### src/pkg/csr_consts.vh
// Purpose: shared constants of the camera receiver status block
// Assumes: 10 MHz core clock, error bus layout fixed at 18 bits
// Notes: definitions only
`ifndef CSR_CONSTS_VH
`define CSR_CONSTS_VH
// ****************************************
// error bus bit positions
// ****************************************
`define CSR_ERR_W 18
`define CSR_E_ESC 0
`define CSR_E_CRC0 1
`define CSR_E_TMO 5
`define CSR_E_ECC1 6
`define CSR_E_ECC2 7
`define CSR_E_ECCANY 8
`define CSR_E_ECCOK 9
`define CSR_E_FSYNC 10
`define CSR_E_LEN 11
`define CSR_E_VC 12
`define CSR_E_DT 13
`define CSR_E_FRAME 14
`define CSR_E_CTRL 15
`define CSR_E_SOT 16
`define CSR_E_SOTSYNC 17
// ****************************************
// timing
// ****************************************
`define CSR_CLK_NS 12'h064
`define CSR_SETTLE_MIN_NS 12'h028
`define CSR_SETTLE_MAX_NS 12'hA1E
`define CSR_HS_TMO_CYC 16'h2710
// ****************************************
// line states {p,n}, escape commands, leader
// ****************************************
`define CSR_LP11 2'h3
`define CSR_LP01 2'h1
`define CSR_LP10 2'h2
`define CSR_LP00 2'h0
`define CSR_ESC_ULPS 8'h1E
`define CSR_ESC_LPDT 8'hE1
`define CSR_ESC_RST 8'h62
`define CSR_LEADER 8'hB8
// ****************************************
// packet header fields and data type codes
// ****************************************
`define CSR_DT_FS 6'h00
`define CSR_DT_FE 6'h01
`define CSR_DT_SHORT_MAX 6'h03
`define CSR_DT_LONG_MIN 6'h10
`define CSR_DT_YUV_LO 6'h18
`define CSR_DT_YUV_HI 6'h1F
`define CSR_DT_YUV_GAP 6'h1B
`define CSR_DT_RGB_LO 6'h20
`define CSR_DT_RGB_HI 6'h24
`define CSR_DT_RAW_LO 6'h28
`define CSR_DT_RAW_HI 6'h2D
`define CSR_DT_USR_LO 6'h30
`define CSR_DT_USR_HI 6'h37
`define CSR_MAX_WC 16'h3840
`define CSR_ROLE_CLK 3'h0
// header code parity masks over header bits 23:0
`define CSR_ECC_M0 24'hF12CB7
`define CSR_ECC_M1 24'hF2555B
`define CSR_ECC_M2 24'h749A6D
`define CSR_ECC_M3 24'hB8E38E
`define CSR_ECC_M4 24'hDF03F0
`define CSR_ECC_M5 24'hEFFC00
`endif

### src/core/csr_hdr_ecc.v
// Purpose: packet header code check and single-bit repair
// Assumes: header {code[31:24], count[23:8], id[7:0]}
// Notes: purely combinational
`timescale 1ns/1ps
`include "csr_consts.vh"
module csr_hdr_ecc (
   input wire [31:0] hdr,
   output wire [23:0] fixed,
   output wire zero,
   output wire single,
   output wire multi
);
   wire [5:0] calc;
   wire [5:0] syn;
   wire [23:0] hit;
   wire par_one;
   assign calc[0] = ^(hdr[23:0] & `CSR_ECC_M0);
   assign calc[1] = ^(hdr[23:0] & `CSR_ECC_M1);
   assign calc[2] = ^(hdr[23:0] & `CSR_ECC_M2);
   assign calc[3] = ^(hdr[23:0] & `CSR_ECC_M3);
   assign calc[4] = ^(hdr[23:0] & `CSR_ECC_M4);
   assign calc[5] = ^(hdr[23:0] & `CSR_ECC_M5);
   assign syn = calc ^ hdr[29:24];
   genvar j;
   generate
      for (j = 0; j < 24; j = j + 1) begin : g_col
         wire [23:0] m5 = `CSR_ECC_M5;
         wire [23:0] m4 = `CSR_ECC_M4;
         wire [23:0] m3 = `CSR_ECC_M3;
         wire [23:0] m2 = `CSR_ECC_M2;
         wire [23:0] m1 = `CSR_ECC_M1;
         wire [23:0] m0 = `CSR_ECC_M0;
         assign hit[j] = (syn == {m5[j], m4[j], m3[j], m2[j], m1[j], m0[j]});
      end
   endgenerate
   // a lone flipped code bit in 29:24 is also repairable
   assign par_one = (syn != 6'h00) && ((syn & (syn - 6'h01)) == 6'h00);
   assign zero = (syn == 6'h00) && (hdr[31:30] == 2'h0);
   assign single = !zero && ((|hit) || par_one);
   assign multi = !zero && !single;
   assign fixed = hdr[23:0] ^ hit;
endmodule // csr_hdr_ecc

### src/core/csr_lane_fsm.v
// Purpose: low-power line state tracker for one logical lane
// Assumes: p and n already synchronised and mapped
// Notes: clock lane enters sleep straight after escape request
`timescale 1ns/1ps
`include "csr_consts.vh"
module csr_lane_fsm #(
   parameter IS_CLK = 0
) (
   input wire clk,
   input wire reset_n,
   input wire lp_p,
   input wire lp_n,
   input wire [11:0] settle_ns,
   output wire in_hs,
   output wire hs_settled,
   output wire in_ulps,
   output reg esc_unknown,
   output reg seq_fault
);
   localparam [2:0] ST_STOP = 3'h0, ST_HSRQ = 3'h1, ST_HS = 3'h2, ST_ESRQ = 3'h3;
   localparam [2:0] ST_ECMD = 3'h4, ST_EMRK = 3'h5, ST_EDONE = 3'h6, ST_ULPS = 3'h7;
   reg [2:0] st_ff, nxt_st;
   reg [7:0] cmd_ff, nxt_cmd;
   reg [2:0] cnt_ff, nxt_cnt;
   reg [11:0] el_ff, nxt_el;
   reg nxt_unk, nxt_flt;
   wire [1:0] lp = {lp_p, lp_n};
   assign in_hs = (st_ff == ST_HS);
   assign hs_settled = in_hs && (el_ff >= settle_ns);
   assign in_ulps = (st_ff == ST_ULPS);
   // ****************************************
   // line state sequence
   // ****************************************
   always @* begin
      nxt_st = st_ff;
      nxt_cmd = cmd_ff;
      nxt_cnt = cnt_ff;
      nxt_el = el_ff;
      nxt_unk = 1'b0;
      nxt_flt = 1'b0;
      if (in_hs && !hs_settled) begin
         nxt_el = el_ff + `CSR_CLK_NS;
      end
      case (st_ff)
         ST_STOP: begin
            if (lp == `CSR_LP01) nxt_st = ST_HSRQ;
            else if (lp == `CSR_LP10) nxt_st = ST_ESRQ;
            else if (lp == `CSR_LP00) nxt_flt = 1'b1;
         end
         ST_HSRQ: begin
            if (lp == `CSR_LP00) begin
               nxt_st = ST_HS;
               nxt_el = 12'h000;
            end else if (lp == `CSR_LP11) begin
               nxt_st = ST_STOP;
            end else if (lp == `CSR_LP10) begin
               nxt_st = ST_STOP;
               nxt_flt = 1'b1;
            end
         end
         ST_HS: begin
            if (lp == `CSR_LP11) nxt_st = ST_STOP;
         end
         ST_ESRQ: begin
            if (lp == `CSR_LP00) begin
               nxt_st = IS_CLK ? ST_ULPS : ST_ECMD;
               nxt_cnt = 3'h0;
            end else if (lp == `CSR_LP11) begin
               nxt_st = ST_STOP;
            end else if (lp == `CSR_LP01) begin
               nxt_st = ST_STOP;
               nxt_flt = 1'b1;
            end
         end
         ST_ECMD: begin
            if (lp == `CSR_LP11) begin
               nxt_st = ST_STOP;
               nxt_flt = 1'b1;
            end else if (lp != `CSR_LP00) begin
               nxt_cmd = {cmd_ff[6:0], lp_p};
               nxt_cnt = cnt_ff + 3'h1;
               nxt_st = ST_EMRK;
            end
         end
         ST_EMRK: begin
            if (lp == `CSR_LP11) begin
               nxt_st = ST_STOP;
               nxt_flt = 1'b1;
            end else if (lp == `CSR_LP00) begin
               if (cnt_ff != 3'h0) begin
                  nxt_st = ST_ECMD;
               end else if (cmd_ff == `CSR_ESC_ULPS) begin
                  nxt_st = ST_ULPS;
               end else begin
                  nxt_st = ST_EDONE;
                  nxt_unk = (cmd_ff != `CSR_ESC_LPDT) && (cmd_ff != `CSR_ESC_RST);
               end
            end
         end
         ST_EDONE: begin
            if (lp == `CSR_LP11) nxt_st = ST_STOP;
         end
         ST_ULPS: begin
            if (lp == `CSR_LP11) nxt_st = ST_STOP;
         end
         default: nxt_st = ST_STOP;
      endcase
   end
   always @(posedge clk or negedge reset_n) begin
      if (!reset_n) begin
         st_ff <= ST_STOP;
         cmd_ff <= 8'h00;
         cnt_ff <= 3'h0;
         el_ff <= 12'h000;
         esc_unknown <= 1'b0;
         seq_fault <= 1'b0;
      end else begin
         st_ff <= nxt_st;
         cmd_ff <= nxt_cmd;
         cnt_ff <= nxt_cnt;
         el_ff <= nxt_el;
         esc_unknown <= nxt_unk;
         seq_fault <= nxt_flt;
      end
   end
endmodule // csr_lane_fsm

### src/core/csr_rx_status.v
// Purpose: error and sleep status of a four-lane camera receiver
// Assumes: clk is the pixel clock; packet and leader inputs come from logic on clk
// Notes: pads are asynchronous and pass two flip-flops
`timescale 1ns/1ps
`include "csr_consts.vh"
module csr_rx_status #(
   parameter [15:0] HS_TIMEOUT_CYC = `CSR_HS_TMO_CYC,
   parameter [15:0] MAX_WORD_COUNT = `CSR_MAX_WC
) (
   input wire clk,
   input wire reset_n,
   input wire [4:0] lane_positive_pads,
   input wire [4:0] lane_negative_pads,
   input wire [14:0] lane_role_select,
   input wire [4:0] lane_pn_swap,
   input wire [1:0] lane_count,
   input wire [3:0] channel_enable,
   input wire [11:0] clock_lane_settle_time,
   input wire [11:0] data_lane_settle_time,
   input wire status_enable,
   input wire clear,
   input wire leader_valid,
   input wire [7:0] leader_byte,
   input wire pkt_hdr_valid,
   input wire [31:0] pkt_hdr,
   input wire pkt_crc_valid,
   input wire pkt_crc_ok,
   output reg [17:0] error_status,
   output reg clock_lane_sleep_flag,
   output reg [3:0] data_lane_sleep_flags
);
   // ****************************************
   // pad synchronisers
   // ****************************************
   reg [4:0] p_meta_ff, n_meta_ff, p_ff, n_ff;
   always @(posedge clk or negedge reset_n) begin
      if (!reset_n) begin
         p_meta_ff <= 5'h1F;
         n_meta_ff <= 5'h1F;
         p_ff <= 5'h1F;
         n_ff <= 5'h1F;
      end else begin
         p_meta_ff <= lane_positive_pads;
         n_meta_ff <= lane_negative_pads;
         p_ff <= p_meta_ff;
         n_ff <= n_meta_ff;
      end
   end

   // ****************************************
   // settle clamp
   // ****************************************
   wire [11:0] clk_settle;
   wire [11:0] dat_settle;
   assign clk_settle = (clock_lane_settle_time < `CSR_SETTLE_MIN_NS) ? `CSR_SETTLE_MIN_NS :
                       (clock_lane_settle_time > `CSR_SETTLE_MAX_NS) ? `CSR_SETTLE_MAX_NS :
                       clock_lane_settle_time;
   assign dat_settle = (data_lane_settle_time < `CSR_SETTLE_MIN_NS) ? `CSR_SETTLE_MIN_NS :
                       (data_lane_settle_time > `CSR_SETTLE_MAX_NS) ? `CSR_SETTLE_MAX_NS :
                       data_lane_settle_time;

   // ****************************************
   // lane mapping and line trackers
   // ****************************************
   wire [4:0] l_hs, l_set, l_ulps, l_unk, l_flt;
   wire [3:0] dl_on;
   assign dl_on[0] = 1'b1;
   assign dl_on[1] = (lane_count != 2'h0);
   assign dl_on[2] = (lane_count == 2'h3);
   assign dl_on[3] = (lane_count == 2'h3);
   genvar g;
   generate
      for (g = 0; g < 5; g = g + 1) begin : g_lane
         localparam [2:0] LID = g;
         reg mp, mn;
         integer k;
         // logical lane 0 is the clock lane, 1..4 are data lanes 0..3
         always @* begin
            mp = 1'b1;
            mn = 1'b1;
            for (k = 0; k < 5; k = k + 1) begin
               if (lane_role_select[3*k +: 3] == LID) begin
                  mp = lane_pn_swap[k] ? n_ff[k] : p_ff[k];
                  mn = lane_pn_swap[k] ? p_ff[k] : n_ff[k];
               end
            end
         end
         csr_lane_fsm #(
            .IS_CLK(g == 0)
         ) u_fsm (
            .clk(clk),
            .reset_n(reset_n),
            .lp_p(mp),
            .lp_n(mn),
            .settle_ns((g == 0) ? clk_settle : dat_settle),
            .in_hs(l_hs[g]),
            .hs_settled(l_set[g]),
            .in_ulps(l_ulps[g]),
            .esc_unknown(l_unk[g]),
            .seq_fault(l_flt[g])
         );
      end
   endgenerate
   wire esc_fault = |(l_unk & {dl_on, 1'b1});
   wire ctrl_fault = |(l_flt & {dl_on, 1'b1});

   // ****************************************
   // high-speed receive timeout
   // ****************************************
   reg [15:0] tmo_cnt_ff;
   reg [15:0] nxt_tmo_cnt;
   wire any_hs = |(l_hs[4:1] & dl_on);
   wire tmo_hit = any_hs && (tmo_cnt_ff == HS_TIMEOUT_CYC - 16'h0001);
   always @* begin
      if (!any_hs) nxt_tmo_cnt = 16'h0000;
      else if (tmo_cnt_ff != HS_TIMEOUT_CYC) nxt_tmo_cnt = tmo_cnt_ff + 16'h0001;
      else nxt_tmo_cnt = tmo_cnt_ff;
   end

   // ****************************************
   // leader sequence check
   // ****************************************
   wire [7:0] ldr_x = leader_byte ^ `CSR_LEADER;
   wire ldr_one = (ldr_x != 8'h00) && ((ldr_x & (ldr_x - 8'h01)) == 8'h00);
   wire ldr_take = leader_valid && l_set[1] && l_set[0];
   wire sot_soft = ldr_take && ldr_one;
   wire sot_hard = ldr_take && (ldr_x != 8'h00) && !ldr_one;

   // ****************************************
   // packet header checks
   // ****************************************
   wire [23:0] hfix;
   wire e_zero, e_one, e_two;
   csr_hdr_ecc u_ecc (
      .hdr(pkt_hdr),
      .fixed(hfix),
      .zero(e_zero),
      .single(e_one),
      .multi(e_two)
   );
   wire [5:0] dt = hfix[5:0];
   wire [1:0] vc = hfix[7:6];
   wire [15:0] wc = hfix[23:8];
   wire hdr_use = pkt_hdr_valid && !e_two;
   wire is_long = (dt >= `CSR_DT_LONG_MIN);
   wire dt_ok = (dt <= `CSR_DT_SHORT_MAX) ||
                (dt >= `CSR_DT_YUV_LO && dt <= `CSR_DT_YUV_HI && dt != `CSR_DT_YUV_GAP) ||
                (dt >= `CSR_DT_RGB_LO && dt <= `CSR_DT_RGB_HI) ||
                (dt >= `CSR_DT_RAW_LO && dt <= `CSR_DT_RAW_HI) ||
                (dt >= `CSR_DT_USR_LO && dt <= `CSR_DT_USR_HI);
   wire vc_ok = channel_enable[vc];
   wire bad_dt = hdr_use && !dt_ok;
   wire bad_vc = hdr_use && !vc_ok;
   wire bad_len = hdr_use && dt_ok && is_long &&
                  ((wc == 16'h0000) || (wc > MAX_WORD_COUNT));
   wire pk_ok = hdr_use && dt_ok && vc_ok;
   wire is_fs = pk_ok && (dt == `CSR_DT_FS);
   wire is_fe = pk_ok && (dt == `CSR_DT_FE);

   // ****************************************
   // checksum and frame pairing
   // ****************************************
   reg [1:0] cur_vc_ff;
   reg [3:0] in_frame_ff, crc_bad_ff;
   reg [3:0] nxt_in_frame, nxt_crc_bad;
   wire [3:0] crc_hit = (pkt_crc_valid && !pkt_crc_ok) ? (4'h1 << cur_vc_ff) : 4'h0;
   wire fsync_err = is_fe && !in_frame_ff[vc];
   wire frame_err = is_fe && crc_bad_ff[vc];
   always @* begin
      nxt_in_frame = in_frame_ff;
      nxt_crc_bad = crc_bad_ff | crc_hit;
      if (is_fs) begin
         nxt_in_frame[vc] = 1'b1;
         nxt_crc_bad[vc] = 1'b0;
      end
      if (is_fe) begin
         nxt_in_frame[vc] = 1'b0;
         nxt_crc_bad[vc] = 1'b0;
      end
   end

   // ****************************************
   // sticky error register
   // ****************************************
   reg [17:0] set_vec;
   reg [17:0] nxt_err;
   always @* begin
      set_vec = 18'h00000;
      set_vec[`CSR_E_ESC] = esc_fault;
      set_vec[`CSR_E_CRC0 +: 4] = crc_hit;
      set_vec[`CSR_E_TMO] = tmo_hit;
      set_vec[`CSR_E_ECC1] = pkt_hdr_valid && e_one;
      set_vec[`CSR_E_ECC2] = pkt_hdr_valid && e_two;
      set_vec[`CSR_E_ECCANY] = pkt_hdr_valid && !e_zero;
      set_vec[`CSR_E_ECCOK] = pkt_hdr_valid && e_zero;
      set_vec[`CSR_E_FSYNC] = fsync_err;
      set_vec[`CSR_E_LEN] = bad_len;
      set_vec[`CSR_E_VC] = bad_vc;
      set_vec[`CSR_E_DT] = bad_dt;
      set_vec[`CSR_E_FRAME] = frame_err;
      set_vec[`CSR_E_CTRL] = ctrl_fault;
      set_vec[`CSR_E_SOT] = sot_soft;
      set_vec[`CSR_E_SOTSYNC] = sot_hard;
      // set wins over a clear in the same cycle
      nxt_err = (clear ? 18'h00000 : error_status) | set_vec;
      if (pkt_hdr_valid && !e_zero) nxt_err[`CSR_E_ECCOK] = 1'b0;
      if (!status_enable) nxt_err = 18'h00000;
   end

   always @(posedge clk or negedge reset_n) begin
      if (!reset_n) begin
         tmo_cnt_ff <= 16'h0000;
         cur_vc_ff <= 2'h0;
         in_frame_ff <= 4'h0;
         crc_bad_ff <= 4'h0;
         error_status <= 18'h00000;
         clock_lane_sleep_flag <= 1'b0;
         data_lane_sleep_flags <= 4'h0;
      end else begin
         tmo_cnt_ff <= nxt_tmo_cnt;
         if (pk_ok && is_long) cur_vc_ff <= vc;
         in_frame_ff <= nxt_in_frame;
         crc_bad_ff <= nxt_crc_bad;
         error_status <= nxt_err;
         clock_lane_sleep_flag <= status_enable && l_ulps[0];
         data_lane_sleep_flags <= {4{status_enable}} & l_ulps[4:1] & dl_on;
      end
   end
endmodule // csr_rx_status

### config.mk
export PLATFORM = sky130hd
export DESIGN_NAME = csr_rx_status
export DESIGN_NICKNAME = d
export VERILOG_FILES = /design/src/core/csr_hdr_ecc.v /design/src/core/csr_lane_fsm.v /design/src/core/csr_rx_status.v
export VERILOG_INCLUDE_DIRS = /design/src /design/src/pkg
export SDC_FILE = /design/constraint.sdc
export NUM_CORES = 1
export LEC_CHECK = 0
export ABC_AREA = 1
export BUFFER_PORTS_ARGS = -buffer_cell sky130_fd_sc_hd__buf_2
export CAP_MARGIN = 5
export CORE_UTILIZATION = 55
export DETAILED_ROUTE_END_ITERATION = 10
export PLACE_DENSITY = 0.83
export SLEW_MARGIN = 30
export SYNTH_ARGS = -nofsm -noshare
export SYNTH_HDL_FRONTEND = slang
export SYNTH_HIERARCHICAL = 1
export SYNTH_SLANG_ARGS = --single-unit
### constraint.sdc
create_clock -name clk -period 3 [get_ports clk]
set_clock_uncertainty 0.05 [all_clocks]
set_input_delay 0.45 -clock clk [delete_from_list [all_inputs] [get_ports clk]]
set_output_delay 0.45 -clock clk [all_outputs]
set_load 0.02 [all_outputs]
### After elaboration in Yosys (flattened, before gate mapping)

Cells that the tools add are included.
W data, S select, Z words.

| cells by class | value |
|---|---|
| multiplexer cells | 268 |
| shift-type cells | 1 |
| reduce and logical (&&, ||, !) cells | 134 |
| equality and inequality tests | 160 |
| divide/modulo/power cells | 0 |
| multipliers | 0 |
| order comparisons | 19 |
| $add $sub $neg | 10 |
| bitwise gates (word level) | 22 |

Operators by type and width:

| cell | number |
|---|---|
| $mux W3 | 85 |
| $mux W1 | 145 |
| $reduce_xor A24 Y1 | 6 |
| $mux W12 | 10 |
| $pmux W3 S6 | 5 |
| $eq A6 B6 Y1 const B | 13 |
| $eq A3 B3 Y1 const B | 25 |
| $eq A3 B2 Y1 const B | 20 |
| $ne A3 B1 Y1 const B | 15 |
| $logic_and A1 B1 Y1 | 44 |
| $eq A6 B5 Y1 const B | 7 |
| $eq A8 B5 Y1 const B | 5 |
| $ne A4 B1 Y1 const B | 10 |
| $ne A8 B7 Y1 const B | 5 |
| $ne A8 B8 Y1 const B | 5 |
| $mux W18 | 2 |
| $mux W16 | 2 |
| $ne A2 B1 Y1 const B | 16 |
| $eq A3 B1 Y1 const B | 10 |
| $logic_not A3 Y1 | 10 |
| $pmux W3 S2 | 5 |
| $reduce_and A6 Y1 | 5 |
| $add A12 B7 Y12 const B | 2 |
| $and A4 B4 Y4 | 6 |
| other kinds (55) | 156 |

| storage, ports and cells | value |
|---|---|
| RAM bits | 0 |
| bits in latches | 0 |
| bits in registers | 173 |
| bits in read-only memories | 0 |
| bits of input ports | 108 |
| output and inout port bits | 23 |
| memories | 0 |

### Longest topological paths before layout

| depth | value |
|---|---|
| word-level depth | 19 |
| depth in mapped cells | 29 |
| gate-level depth less buffers | 28 |

### By module

The synthesis kept the hierarchy.

By module, submodules not included:

| module | instances | area each (µm²) | cells each |
|---|---|---|---|
| csr_lane_fsm at g_lane[1].u_fsm ... | 3 | 1,879.3 | 255 |
| csr_rx_status | 1 | 4,265.3 | 639 |
| csr_lane_fsm at g_lane[0].u_fsm | 1 | 1,878.1 | 256 |
| csr_lane_fsm at g_lane[2].u_fsm | 1 | 1,849.3 | 260 |
| csr_hdr_ecc | 1 | 1,801.7 | 364 |

### Worst setup path after synthesis

OpenSTA, ideal clock, no wires.

| path | value |
|---|---|
| kind | input to register |
| from | input port pkt_hdr[10] |
| to | register in_frame_ff[0] |
| buffers on the path | 2 |
| setup time | 113 ps |
| cell stages on the path | 25 |
| arrival time | 2,656 ps |
| path slack | 181 ps |
| cells stage by stage | buf_2 -> inv_2 -> nand2_1 -> nand2_1 -> nand2_1 -> nand2_1 -> nand2_1 -> nand2_1 -> nand2_1 -> nand3_2 -> a21oi_2 -> nand3_1 -> xnor2_1 -> inv_1 -> nand2_1 -> inv_2 -> nand2_1 -> nand2_1 -> nor2_2 -> nor2_2 -> buf_6 -> nand3_1 -> nand2_1 -> nand2_1 -> inv_1 |

| between the ends | value |
|---|---|
| elaborated cells between the ends (all ways) | 81 |

RTL lines:

| what | line | source |
|---|---|---|
| start: declaration | csr_rx_status.v:25 | `input wire [31:0] pkt_hdr,` |
| $reduce_xor A24 Y1, on equally long branches | csr_hdr_ecc.v:17, csr_hdr_ecc.v:18, csr_hdr_ecc.v:22 |  |
| $xor A6 B6 Y6 (*) | csr_hdr_ecc.v:23 | `assign syn = calc ^ hdr[29:24];` |
| $eq A6 B5 Y1 (*) | csr_hdr_ecc.v:33 | `assign hit[j] = (syn == {m5[j], m4[j], m3[j], m2[j], m1[j], m0[j]});` |
| $xor A24 B24 Y24 (*) | csr_hdr_ecc.v:41 | `assign fixed = hdr[23:0] ^ hit;` |
| via hfix[6] | csr_rx_status.v:132 | `wire [23:0] hfix;` |
| $lt A2 B3 Y1 (not written as such) or $ge A2 B1 Y1 (tied branches) | csr_rx_status.v:173, csr_rx_status.v:177 |  |
| $logic_and A1 B1 Y1 (not written as such) | csr_rx_status.v:173, csr_rx_status.v:177 |  |
| $mux W1 (not written as such) | csr_rx_status.v:173, csr_rx_status.v:177 |  |
| $demux W1 S2 | csr_rx_status.v:173, csr_rx_status.v:177 |  |
| $or A4 B4 Y4 (no source line) | n/a |  |
| $mux W4 | csr_rx_status.v:172 | `if (is_fs) begin` |
| $and A4 B4 Y4 (no source line) | n/a |  |
| $mux W4 (*) | csr_rx_status.v:176 | `if (is_fe) begin` |
| via nxt_in_frame[0] | csr_rx_status.v:165 | `reg [3:0] nxt_in_frame, nxt_crc_bad;` |
| end signal: assignment | csr_rx_status.v:222 | `in_frame_ff <= nxt_in_frame;` |
| end: declaration | csr_rx_status.v:164 | `reg [3:0] in_frame_ff, crc_bad_ff;` |

Mark *: on every way through the listed nets, which the timed path passes. The rest lies on a longest branch. The select of a mux whose other input is x is not followed.
A chain may end at the register's enable or synchronous reset.

### Worst setup path after layout

| path | value |
|---|---|
| from | register p_ff[2] |
| to | register g_lane[1].u_fsm.st_ff[1] |

| between the ends | value |
|---|---|
| word-level cells in the longest chain between the ends | 8 |
| elaborated cells between the ends (all ways) | 28 |

RTL lines:

| what | line | source |
|---|---|---|
| start: declaration | csr_rx_status.v:35 | `reg [4:0] p_meta_ff, n_meta_ff, p_ff, n_ff;` |
| start signal: assignment | csr_rx_status.v:45 | `p_ff <= p_meta_ff;` |
| $mux W1 (*) | csr_rx_status.v:84 | `mn = lane_pn_swap[k] ? p_ff[k] : n_ff[k];` |
| $mux W1 (*) (3 in series) | csr_rx_status.v:82 | `if (lane_role_select[3*k +: 3] == LID) begin` |
| via g_lane[1].mn | csr_rx_status.v:75 | `reg mp, mn;` |
| $eq A2 B2 Y1 (no source line) | n/a |  |
| $mux W3, on equally long branches | csr_lane_fsm.v:68, csr_lane_fsm.v:54 |  |
| $mux W3, on equally long branches | csr_lane_fsm.v:65, csr_lane_fsm.v:51 |  |
| $pmux W3 S6 | csr_lane_fsm.v:44 | `case (st_ff)` |
| end signal: assignment | csr_lane_fsm.v:118 | `st_ff <= nxt_st;` |
| end: declaration | csr_lane_fsm.v:22 | `reg [2:0] st_ff, nxt_st;` |

Mark *: on every way through the listed nets, which the timed path passes. The rest lies on a longest branch.

==> impl_metrics.tcl <==
set metrics [dict create \
    crit_type "reg -> reg" \
    power.density_nw_per_um2 617 \
    layout_common_cells "nand2_1, inv_1, nor2_1" \
    grt_overflow 0 \
    layoutNonFillerInstCount 2409 \
    layout.cells.most_common "nand2_1" \
    hold_viol 0 \
    cp.required_ns 3.26 \
    drtAntennaViolNets 0 \
    track_usage_pct 26.9 \
    clk_pin_slew_ns 0.07 \
    die_area_sq_um 23800 \
    diodes 0 \
    areaGrowthSynthToFinish_pct 19.0 \
    finalInstanceArea_sq_um 15200 \
    dp_worst_setup_slack_ns -0.253 \
    worstPathMaxFanout 7 \
    worst_pin_slew_ns 0.634 \
    synth_warnings 6 \
    fin_ws_ns 0.205 \
    grt_max_degree 85 \
    grt_pass1_wl_um 52800 \
    nets 2283 \
    clockRootBuffer "clkbuf_16" \
    fmax_ghz 0.358 \
    synth_area_sq_um 12800 \
    wl_per_cell_um 13.0 \
    initial_core_util_pct 56.3 \
    die_x_um 154 \
    syn_avg_cell_area_sq_um 6.79 \
    worst-r2r-cell-count 16 \
    firstDrtPassIters 6 \
    drive_above_1_share_pct 20.7 \
    h-tree-depth 4 \
    io_buffers 130 \
    post-route-drc-count 0 \
    cts_buffers 17 \
    grt_antenna_before_repair 0 \
    setup_violations 0 \
    cts_tree "yes" \
    critPathLaunchType "flip-flop" \
    whs_ns 0.0614 \
    die_h_um 154 \
    dp_hpwl_um 23900 \
    ctsLongestPathBuffers 2 \
    min_path_cells 1 \
    peakVddDrop_v 0.000431 \
    status "finished, final reports clean" \
    via_per_inst 5.26 \
    placed_area_sq_um 14400 \
    setup.worst_path.end_class "flip-flop" \
    maxCapViolations 0 \
    insertion_delay_ns 0.43 \
    worstPathArrival_ns 3.05 \
    grt_pass1_vias 11900 \
    wl_um 31400 \
    slew_violations 0 \
    vias 12700 \
    cts_sinks 169 \
    placed_cells 2373 \
    drt_iter0_markers 905 \
    min_path_type "in -> reg" \
    slew_headroom_pct 57.7 \
    coreArea_sq_um 22700 \
    p_leak_nw 8.19 \
    synth_fp_nets 2053 \
    globalplace.congestion 0.954 \
    synth_cells 1881 \
    io_pins 131 \
    final.period_utilization_pct 93.2 \
    fin_crit_ns 2.79 \
    n_fill_cell 1877 \
    rows 55 \
]
## sequential cells by signal, summed over array words and instances (netlist names), 15 cells and up
name                 count
g_lane.u_fsm/el_ff      20
g_lane.u_fsm/st_ff      15
error_status            18
tmo_cnt_ff              16
g_lane.u_fsm/cmd_ff     40
g_lane.u_fsm/cnt_ff     15
## power breakdown
part           internal, mW  switching (mW)
clock                  1.24           0.987
sequential             2.78           0.515
combinational          1.46            2.40
## worst paths after layout
check	end	slack, ns	from
worst max-delay path	g_lane[1].u_fsm/st_ff[1]	0.21	p_ff[2]
worst min-delay path	n_meta_ff[0]	0.06	lane_negative_pads[0]
worst max register to register	g_lane[1].u_fsm/st_ff[1]	0.21	p_ff[2]
worst min register to register	n_ff[4]	0.30	n_meta_ff[4]
max in group asynchronous	p_meta_ff[1]	1.65	reset_n
min in group asynchronous	g_lane[2].u_fsm/cmd_ff[4]	0.44	reset_n
## critical path, stage by stage, from the launching register on
cell and delay, ns:
dfstp_2 0.53, inv_1 0.05, nand2_1 0.05, o21ai_0 0.15, inv_1 0.16, a21oi_1 0.08
nand2_1 0.10, nand3_1 0.09, o21ai_0 0.16, buf_4 0.21, inv_1 0.07, ha_1 0.24
buf_4 0.16, nand2_4 0.10, inv_1 0.10, o31ai_1 0.25, o21ai_0 0.12
## per-layer routing
layer  routed length [um]  GRT usage [%]
met5                    0              0
met4                  518           7.50
met3                 1420           4.17
met2                15300           46.7
met1                14200           34.7
## per-stage QoR
step           utilization [%]  power [mW]  setup TNS [ns]
2_1_floorplan                -        5.93               0
3_3_place_gp              63.4        6.85           -1.94
3_5_place_dp              63.4        6.99           -2.93
4_1_cts                   66.0        9.26               0
5_1_grt                   67.0        10.1          -0.320
6_report                  67.0        9.39               0
## repair_timing
| action | in CTS | in global routing |
|---|---|---|
| setup buffers | 0 | 2 |
| gates resized for setup | 0 | 41 |
| endpoints found under the hold margin | 38 | 0 |
| hold buffers | 1 | 0 |
| endpoints found under the setup margin | 0 | 43 |
## cell type report
class | count | area (sq um) | share of cell area [%]
multi-input cells | 1377 | 7370 | 48.4
flip-flops and latches | 169 | 4250 | 28.0
repair buffers | 230 | 1450 | 9.56
inverters | 316 | 1190 | 7.83
clock buffers | 17 | 425 | 2.80
well taps | 285 | 357 | 2.34
clock inverters | 15 | 164 | 1.08
(Power assumes the default switching activity.)
